==> src/include/clk_ctrl_pkg.sv <==
// Package of constants for the clock source select and debug clock output block
package clk_ctrl_pkg;

    // ************************************************************
    // Bus geometry
    // ************************************************************
    localparam int          ADDR_W            = 16;                // Wishbone byte address width
    localparam int          DATA_W            = 32;                // Wishbone data width

    // ************************************************************
    // Register byte addresses (printed offsets are not all word aligned)
    // ************************************************************
    localparam logic [15:0] SLEW_INDEX        = 16'h1c16;          // Printed slew register offset
    localparam logic [15:0] SLEW_ADDR         = 16'h7058;          // Byte address, four times index
    localparam logic [15:0] SRC_ADDR          = 16'h7060;          // Clock output source register
    localparam logic [15:0] STATUS3_ADDR      = 16'h7064;          // Status word three (clock-off bit)
    localparam logic [15:0] BOOT_ADDR         = 16'h7068;          // Boot configuration and status

    // ************************************************************
    // Field positions and widths
    // ************************************************************
    localparam int          CLOCK_OUTPUT_DISABLE_BIT_BIT        = 2;                 // Clock output disable bit in status word
    localparam int          TAP_W             = 2;                 // Width of tap select field
    localparam int          BOOT_BYPASS_BIT   = 0;                 // Boot: PLL bypass in effect
    localparam int          BOOT_SEL_BIT      = 1;                 // Boot: strapped source select
    localparam int          BOOT_REF_LSB      = 2;                 // Boot: reference frequency code
    localparam int          BOOT_DONE_BIT     = 4;                 // Boot: boot has begun

    // ************************************************************
    // Reset values
    // ************************************************************
    localparam logic [15:0] SLEW_RESET        = 16'h0000;          // Fast edges after reset
    localparam logic [TAP_W-1:0] TAP_RESET    = 2'h0;              // System clock tap after reset
    localparam logic [15:0] STATUS3_RESET     = 16'h0000;          // Clock output enabled after reset

    // ************************************************************
    // Serial clock targets at boot, in Hz, and reference choices
    // ************************************************************
    localparam int          SPI_BOOT_HZ       = 500000;            // Serial peripheral clock at boot
    localparam int          I2C_BOOT_HZ       = 400000;            // Two-wire clock at boot
    localparam int          REF_A_HZ          = 11289600;          // 11.2896 MHz
    localparam int          REF_B_HZ          = 12000000;          // 12 MHz
    localparam int          REF_C_HZ          = 12288000;          // 12.288 MHz

    // ************************************************************
    // Tap selection codes for the debug output
    // ************************************************************
    typedef enum logic [TAP_W-1:0] {
        TAP_SYS  = 2'b00,                                          // System clock
        TAP_REF  = 2'b01,                                          // Selected generator source, reference or oscillator
        TAP_RTC  = 2'b10,                                          // 32-kHz oscillator
        TAP_PLL  = 2'b11                                           // Generator output
    } tap_sel_t;

endpackage

==> src/hdl/clock_source_select_and_debug_clock_output_pin.sv <==
// Clock source selection and debug clock output control with Wishbone registers
//
// Design decision made here: register access over Wishbone.
`timescale 1ns/1ns
// Notes on behaviour
// RULE_01: Select low: oscillator feeds generator, reference ignored
// RULE_02: Select high: reference feeds generator, oscillator RTC
// RULE_03: Output driven only while clock-off bit clear
// RULE_04: Output enabled after reset until boot sets bit
// RULE_05: Tap select field picks observed internal clock
// RULE_06: Boot with reference bypasses PLL, assumed frequencies
// RULE_07: Boot serial clocks 500 kHz and 400 kHz
// RULE_08: Select strap held fixed during operation
// RULE_09: Reference runs when select high, grounded otherwise
// RULE_10: Slew control register sets output edge rate
module clock_source_select_and_debug_clock_output_pin (
    input  wire logic                          ref_clk,
    input  wire logic                          srst,
    input  wire logic [clk_ctrl_pkg::ADDR_W-1:0] wb_adr_i,
    input  wire logic [clk_ctrl_pkg::DATA_W-1:0] wb_dat_i,
    output logic      [clk_ctrl_pkg::DATA_W-1:0] wb_dat_o,
    input  wire logic                          wb_we_i,
    input  wire logic [3:0]                    wb_sel_i,
    input  wire logic                          wb_cyc_i,
    input  wire logic                          wb_stb_i,
    output logic                               wb_ack_o,
    output logic                               wb_err_o,
    input  wire logic                          clock_select_pin,
    input  wire logic                          external_reference_clock_input,
    input  wire logic                          rtc_osc_clk,
    input  wire logic                          sys_clk_tap,
    input  wire logic                          pll_clk_tap,
    input  wire logic                          boot_start,
    input  wire logic [1:0]                    ref_freq_code,
    output logic                               generator_clk_src,
    output logic                               rtc_timer_clk,
    output logic                               debug_clock_output_pin,
    output logic                               debug_clock_output_oe_n,
    output logic      [15:0]                   output_slew_rate,
    output logic                               pll_bypass,
    output logic      [15:0]                   spi_clk_div,
    output logic      [15:0]                   i2c_clk_div
);
    import clk_ctrl_pkg::*;

    // ************************************************************
    // Input synchronisers
    // ************************************************************
    logic [1:0] sel_sync_q;                                        // Strap synchroniser
    logic [1:0] sel_sync_d;
    logic [1:0] ref_sync_q;                                        // Reference clock sampler
    logic [1:0] ref_sync_d;
    logic [1:0] rtc_sync_q;                                        // Oscillator sampler
    logic [1:0] rtc_sync_d;
    logic [1:0] sys_sync_q;                                        // System tap sampler
    logic [1:0] sys_sync_d;
    logic [1:0] pll_sync_q;                                        // Generator tap sampler
    logic [1:0] pll_sync_d;
    logic [1:0] boot_sync_q;                                       // Boot start sampler
    logic [1:0] boot_sync_d;

    // Shift each pin through two stages
    always_comb begin
        sel_sync_d  = {sel_sync_q[0], clock_select_pin};
        ref_sync_d  = {ref_sync_q[0], external_reference_clock_input};
        rtc_sync_d  = {rtc_sync_q[0], rtc_osc_clk};
        sys_sync_d  = {sys_sync_q[0], sys_clk_tap};
        pll_sync_d  = {pll_sync_q[0], pll_clk_tap};
        boot_sync_d = {boot_sync_q[0], boot_start};
    end

    // Register synchroniser stages
    always_ff @(posedge ref_clk) begin
        if (srst) begin
            sel_sync_q  <= 2'h0;
            ref_sync_q  <= 2'h0;
            rtc_sync_q  <= 2'h0;
            sys_sync_q  <= 2'h0;
            pll_sync_q  <= 2'h0;
            boot_sync_q <= 2'h0;
        end else begin
            sel_sync_q  <= sel_sync_d;
            ref_sync_q  <= ref_sync_d;
            rtc_sync_q  <= rtc_sync_d;
            sys_sync_q  <= sys_sync_d;
            pll_sync_q  <= pll_sync_d;
            boot_sync_q <= boot_sync_d;
        end
    end

    // ************************************************************
    // Helper functions
    // ************************************************************
    // Serial divider for a reference in Hz and a target in Hz, rounded up
    function automatic logic [15:0] serial_div(input int ref_hz, input int tgt_hz);
        int q;
        q = (ref_hz + tgt_hz - 1) / tgt_hz;
        return q[15:0];
    endfunction

    // Reference frequency in Hz from the strap code
    function automatic int ref_hz_of(input logic [1:0] code);
        int r;
        r = REF_B_HZ;
        if (code == 2'h0) begin
            r = REF_A_HZ;
        end else if (code == 2'h2) begin
            r = REF_C_HZ;
        end
        return r;
    endfunction

    // ************************************************************
    // Control state
    // ************************************************************
    logic                   strap_q;                               // Strap latched at the third edge after reset release
    logic                   strap_d;
    logic [1:0]             strap_wait_q;                          // Edges since release, strap taken at third
    logic [1:0]             strap_wait_d;
    logic [15:0]            slew_q;                                // Slew control register
    logic [15:0]            slew_d;
    logic [TAP_W-1:0]       tap_q;                                 // Tap select field
    logic [TAP_W-1:0]       tap_d;
    logic [15:0]            status3_q;                             // Status word three
    logic [15:0]            status3_d;
    logic                   booted_q;                              // Boot sequence has begun
    logic                   booted_d;
    logic                   bypass_q;                              // PLL bypass from boot
    logic                   bypass_d;
    logic [1:0]             ref_code_q;                            // Assumed reference code
    logic [1:0]             ref_code_d;
    logic [15:0]            spi_div_q;                             // Serial peripheral divider
    logic [15:0]            spi_div_d;
    logic [15:0]            i2c_div_q;                             // Two-wire divider
    logic [15:0]            i2c_div_d;
    logic                   ack_q;                                 // Bus acknowledge
    logic                   ack_d;
    logic                   err_q;                                 // Bus error for unmapped
    logic                   err_d;
    logic [DATA_W-1:0]      rdata_q;                               // Bus read data
    logic [DATA_W-1:0]      rdata_d;
    logic                   gen_q;                                 // Generator source clock
    logic                   gen_d;
    logic                   rtc_q;                                 // Timer clock
    logic                   rtc_d;
    logic                   dbg_q;                                 // Debug output level
    logic                   dbg_d;
    logic                   oe_n_q;                                // Debug output enable, low drives
    logic                   oe_n_d;

    logic                   req;                                   // New bus request
    logic                   hit;                                   // Address is mapped
    logic                   sel_ref;                               // Reference currently chosen
    logic [DATA_W-1:0]      rd_mux;                                // Read data source

    // Next-state logic for registers, boot and clock routing
    always_comb begin
        strap_d       = strap_q;
        strap_wait_d  = (strap_wait_q == 2'h3) ? strap_wait_q : strap_wait_q + 2'h1;
        slew_d        = slew_q;
        tap_d         = tap_q;
        status3_d     = status3_q;
        booted_d      = booted_q;
        bypass_d      = bypass_q;
        ref_code_d    = ref_code_q;
        spi_div_d     = spi_div_q;
        i2c_div_d     = i2c_div_q;
        req           = wb_cyc_i && wb_stb_i && !ack_q && !err_q;
        hit           = (wb_adr_i == SLEW_ADDR) || (wb_adr_i == SRC_ADDR) ||
                        (wb_adr_i == STATUS3_ADDR) || (wb_adr_i == BOOT_ADDR);
        ack_d         = req && hit;
        err_d         = req && !hit;
        rd_mux        = '0;

        // Strap captured once, after the synchroniser has filled; later changes are not followed
        if (strap_wait_q == 2'h2) begin
            strap_d = sel_sync_q[1];
        end
        sel_ref = strap_q;

        // Boot start: bypass PLL when reference strapped, set serial clocks and turn output off
        if (boot_sync_q[1] && !booted_q) begin
            booted_d  = 1'b1;
            // RULE_04 boot disables output
            status3_d[CLOCK_OUTPUT_DISABLE_BIT_BIT] = 1'b1;
            // RULE_06 bypass with reference
            bypass_d   = sel_ref;
            ref_code_d = sel_ref ? ref_freq_code : 2'h1;
            // RULE_07 serial boot rates
            spi_div_d  = serial_div(ref_hz_of(sel_ref ? ref_freq_code : 2'h1), SPI_BOOT_HZ);
            i2c_div_d  = serial_div(ref_hz_of(sel_ref ? ref_freq_code : 2'h1), I2C_BOOT_HZ);
        end

        // Register reads
        unique case (wb_adr_i)
            SLEW_ADDR:    rd_mux = {16'h0000, slew_q};
            SRC_ADDR:     rd_mux = {30'h0, tap_q};
            STATUS3_ADDR: rd_mux = {16'h0000, status3_q};
            BOOT_ADDR:    rd_mux = {27'h0, booted_q, ref_code_q, strap_q, bypass_q};
            default:      rd_mux = '0;
        endcase
        rdata_d = (req && !wb_we_i) ? rd_mux : '0;

        // Register writes, low byte lanes only
        if (req && wb_we_i) begin
            // RULE_10 slew register write
            if (wb_adr_i == SLEW_ADDR) begin
                if (wb_sel_i[0]) slew_d[7:0]  = wb_dat_i[7:0];
                if (wb_sel_i[1]) slew_d[15:8] = wb_dat_i[15:8];
            end
            if (wb_adr_i == SRC_ADDR && wb_sel_i[0]) begin
                tap_d = wb_dat_i[TAP_W-1:0];
            end
            if (wb_adr_i == STATUS3_ADDR) begin
                if (wb_sel_i[0]) status3_d[7:0]  = wb_dat_i[7:0];
                if (wb_sel_i[1]) status3_d[15:8] = wb_dat_i[15:8];
            end
        end

        // RULE_01 oscillator drives generator
        // RULE_02 reference drives generator
        gen_d = sel_ref ? ref_sync_q[1] : rtc_sync_q[1];
        rtc_d = rtc_sync_q[1];

        // RULE_05 tap routing
        unique case (tap_sel_t'(tap_q))
            TAP_SYS: dbg_d = sys_sync_q[1];
            TAP_REF: dbg_d = gen_q;
            TAP_RTC: dbg_d = rtc_sync_q[1];
            TAP_PLL: dbg_d = pll_sync_q[1];
        endcase

        // RULE_03 high impedance when off
        oe_n_d = status3_q[CLOCK_OUTPUT_DISABLE_BIT_BIT];
    end

    // Register all control and output state
    always_ff @(posedge ref_clk) begin
        if (srst) begin
            strap_q       <= 1'b0;
            strap_wait_q  <= 2'h0;
            slew_q        <= SLEW_RESET;
            tap_q         <= TAP_RESET;
            status3_q     <= STATUS3_RESET;
            booted_q      <= 1'b0;
            bypass_q      <= 1'b0;
            ref_code_q    <= 2'h0;
            spi_div_q     <= 16'h0000;
            i2c_div_q     <= 16'h0000;
            ack_q         <= 1'b0;
            err_q         <= 1'b0;
            rdata_q       <= '0;
            gen_q         <= 1'b0;
            rtc_q         <= 1'b0;
            dbg_q         <= 1'b0;
            oe_n_q        <= 1'b0;
        end else begin
            strap_q       <= strap_d;
            strap_wait_q  <= strap_wait_d;
            slew_q        <= slew_d;
            tap_q         <= tap_d;
            status3_q     <= status3_d;
            booted_q      <= booted_d;
            bypass_q      <= bypass_d;
            ref_code_q    <= ref_code_d;
            spi_div_q     <= spi_div_d;
            i2c_div_q     <= i2c_div_d;
            ack_q         <= ack_d;
            err_q         <= err_d;
            rdata_q       <= rdata_d;
            gen_q         <= gen_d;
            rtc_q         <= rtc_d;
            dbg_q         <= dbg_d;
            oe_n_q        <= oe_n_d;
        end
    end

    // ************************************************************
    // Outputs straight from flip-flops
    // ************************************************************
    assign wb_dat_o                = rdata_q;
    assign wb_ack_o                = ack_q;
    assign wb_err_o                = err_q;
    assign generator_clk_src       = gen_q;
    assign rtc_timer_clk           = rtc_q;
    assign debug_clock_output_pin  = dbg_q;
    assign debug_clock_output_oe_n = oe_n_q;
    assign output_slew_rate        = slew_q;
    assign pll_bypass              = bypass_q;
    assign spi_clk_div             = spi_div_q;
    assign i2c_clk_div             = i2c_div_q;

endmodule

==> config.mk <==
export PLATFORM = sky130hd
export DESIGN_NAME = clock_source_select_and_debug_clock_output_pin
export DESIGN_NICKNAME = d
export VERILOG_FILES = /design/src/include/clk_ctrl_pkg.sv /design/src/hdl/clock_source_select_and_debug_clock_output_pin.sv
export SDC_FILE = /design/constraint.sdc
export NUM_CORES = 1
export LEC_CHECK = 0
export BUFFER_PORTS_ARGS = -buffer_cell sky130_fd_sc_hd__buf_2
export CAP_MARGIN = 30
export CORE_ASPECT_RATIO = 1.2
export CORE_MARGIN = 2
export CORE_UTILIZATION = 50
export CTS_BUF_LIST = sky130_fd_sc_hd__clkbuf_4 sky130_fd_sc_hd__clkbuf_8 sky130_fd_sc_hd__clkbuf_16
export DETAILED_ROUTE_END_ITERATION = 16
export GPL_ROUTABILITY_DRIVEN = 0
export PLACE_DENSITY = 0.83
export SETUP_SLACK_MARGIN = 0.4
export SYNTH_ARGS = -nofsm -noshare
export SYNTH_HDL_FRONTEND = slang
export SYNTH_SLANG_ARGS = --single-unit
==> constraint.sdc <==
create_clock -name ref_clk -period 3.6 [get_ports ref_clk]
set_input_delay 0.72 -clock ref_clk [delete_from_list [all_inputs] [get_ports ref_clk]]
set_output_delay 0.72 -clock ref_clk [all_outputs]
set_load 0.02 [all_outputs]
==> Implementation_results.wiki <==
{| class="wikitable"
! Metric !! Value
|-
| Result of the run || complete, no violations
|-
| Via count of the first global-routing pass || 2668
|-
| Share of cells above drive strength 1 || 26.8%
|-
| Post-synth cell types || 43
|-
| Number of antenna-violating nets in the routed design || 0
|-
| Fraction of synthesized cell area taken by the top area cell type || 47.3%
|-
| Ranking of synthesized cells by area || dfxtp_1 (47%), buf_4 (8.2%), a21oi_1 (5.8%)
|-
| Core outline area || 0.00685 sq mm
|-
| Number of slew-limit violations in the final report || 0
|-
| Synth Instances || 392
|-
| Actual slew at the worst max-slew pin || 921 ps
|-
| Worst Path Required || 3810 ps
|-
| Wire length of the first global-routing pass || 12600 um
|-
| Standard-cell rows || 33
|-
| Buffers inserted during post-CTS setup optimization || 0
|-
| Final Net Count || 544
|-
| Antenna violations before repair || 0
|-
| Leak || 1.73 nW
|-
| Reported max-cap violation count || 0
|-
| Critical Path AT || 2700 ps
|-
| Number of gates resized after CTS || 0
|-
| Type of destination of the critical path || flop
|-
| Total negative slack for setup checks || 0 ps
|-
| Total Routing Usage GR || 21.1%
|-
| Most frequent cells in the layout || buf_2 (97), dfxtp_1 (84), a21oi_1 (41)
|-
| Sequential fraction of the synthesis area || 47.3%
|-
| Detailed-route wire length || 8030 um
|-
| Minimum clock period after layout || 2490 ps
|-
| YS warnings || 0
|-
| Clock Sink Count || 84
|-
| Most common flop cell mapped by yosys || dfxtp_1
|-
| PnR worst setup slack || 1110 ps
|-
| DR top layer || met4
|-
| Setup violators final || 0
|-
| Per-instance average area after synthesis || 9.06 sq um
|-
| Maximum clock skew at final layout || 8.09 ps
|-
| FILL cells || 635
|-
| Initial core utilization || 51.8%
|-
| Layout Utilization || 59.7%
|-
| Number of buffers inserted by port buffering || 97
|-
| Maximum number of pins on one net before global-route repair || 67
|-
| Maximum number of buffers from clock root to sink || 2
|-
| Hold bufs inserted after CTS || 0
|-
| Peak supply drop || 294 uV
|-
| Residual overflow from global routing || 0
|-
| Average detailed-routed wire length per instance || 14.1 um
|-
| Post-placement setup slack || 739 ps
|-
| Post-detailed-placement half-perimeter wirelength || 5560 um
|-
| DRC errors left || 0
|-
| Syn Std Cell Area || 0.00355 sq mm
|-
| Placement-stage cell area || 0.00390 sq mm
|-
| Async S/R FF share, synth || 0%
|-
| Tightest slew margin relative to the limit || 38.1%
|-
| Horizontal die dimension || 81.0 um
|-
| Power density over cell area || 422 mW/mm^2
|-
| Number of DRC violations after detailed-routing iteration 0 || 187
|-
| Routed via count || 3044
|-
| Peak fanout along the critical path || 16
|-
| Routed vias/inst || 5.36
|-
| Most frequent standard cell in the layout excluding fill and tap cells || buf_2
|-
| Root buf cell || clkbuf_8
|-
| DIE AREA || 0.00780 sq mm
|-
| Clock Pin Slew Worst Setup and Hold Paths || 90 ps
|-
| Max H-tree Level || 3
|-
| CTS tree || yes
|-
| WL met3 || 565 um
|-
| Final hold slack || 445 ps
|-
| Met2 layer wire length in the routed design || 4140 um
|-
| Launching element type of the critical path || primary input
|-
| RSZ-0062 raised after global routing || no
|-
| Total count of hold-check failures in the final report || 0
|-
| TritonCTS buffer count || 9
|-
| TritonRoute pass-1 iters || 5
|-
| Worst min path class || flop to flop
|-
| Worst setup path class || primary input to flop
|-
| Share of the clock period used by the worst path after layout || 69.3%
|-
| I/O pin count || 152
|-
| Final Cell Area || 0.00409 sq mm
|-
| Yosys top cell by area || dfxtp_1
|-
| Worst-skew pair later-pin latency || 350 ps
|-
| Layout overhead on the synthesized area || 15.1%
|-
| Inserted Diodes || 0
|-
| Highest clock rate || 401 MHz
|-
| Post-route met1 wirelength || 3170 um
|-
| Register bit total from synthesis || 84
|-
| EDFF count, synth || 0
|-
| Chip Height || 96.3 um
|}
cells in the mapped netlist, drive strengths merged, types with 4 or more instances:
cell,count
nor2,33
nor3,4
nor4,6
and3b,4
nor3b,4
a22oi,11
nand3,37
o21ai,35
clkbuf,17
nand2,9
nor2b,19
a21oi,41
buf,50
dfxtp,84
cell families (layout without fill, tap and decap cells):
logic type / Yosys count / in the layout / synth area share, %
AOI/OAI and AO/OA: 97 / 97 / 15.4
xor gates and xnor gates: 1 / 1 / 0.247
adders and majority gates: 3 / 3 / 1.06
buffers and inverters: 69 / 123 / 12.5
DFF: 84 / 84 / 47.3
muxes: 3 / 3 / 1.20
other: 1 / 36 / 0.106
and+or+nand+nor: 134 / 134 / 22.2
cell type report:
type                       instances  area [sq um]  share of cell area, %
clock buffer                      10           138                   3.37
clock inverter                     6          48.8                   1.19
inverter                           2          7.51                  0.184
multi-input combinational        274          1560                   38.1
sequential                        84          1680                   41.1
tap                               87           109                   2.66
timing repair buffer             105           546                   13.3
registers in the layout (all words and copies together) (netlist names), 2 cells and up:
name	cells
ref_sync_q	2
tap_q	2
pll_sync_q	2
ref_code_q	2
rtc_sync_q	2
sys_sync_q	2
wb_dat_o	16
boot_sync_q	2
i2c_clk_div	4
output_slew_rate	16
strap_wait_q	2
sel_sync_q	2
status3_q	16
spi_clk_div	5
path summary, 6_finish.rpt:
kind / end / startpoint / slack, ps / depth (start not counted)
setup / recovery: output_slew_rate[10] / wb_adr_i[1] / 1110 / 6
setup reg to reg: status3_q[15] / wb_ack_o / 1460 / 4
hold / removal: sys_sync_q[1] / sys_sync_q[0] / 440 / 1
hold reg to reg: sys_sync_q[1] / sys_sync_q[0] / 440 / 1
layer usage:
metal	up-vias	global-route usage (%)
met3	15	4.60
met5	-	0
met2	136	35.3
met1	1423	25.9
met4	0	9.32
li1	1470	-
per-stage QoR:
step / total power [mW] / instances
6_report: 1.72 / 568
5_1_grt: 1.80 / 568
4_1_cts: 1.74 / 568
3_5_place_dp: 1.12 / 552
3_3_place_gp: 1.12 / 552
2_1_floorplan: 1.11 / 427
critical path, cell delays in order:
cell and delay [ps]:
buf_2 90, or4b_1 510, buf_4 200, or4_1 800
o21ai_0 270, a21oi_1 100
where the power goes:
| part | leakage [nW] | total, mW | switching, mW | internal, mW |
|---|---|---|---|---|
| Sequential | 0.681 | 0.956 | 0.00997 | 0.947 |
| Combinational | 0.958 | 0.145 | 0.0986 | 0.0469 |
| Clock | 0.0904 | 0.623 | 0.347 | 0.275 |
| Total | 1.73 | 1.72 | 0.456 | 1.27 |
No activity file was read; power rests on OpenSTA's default activity.
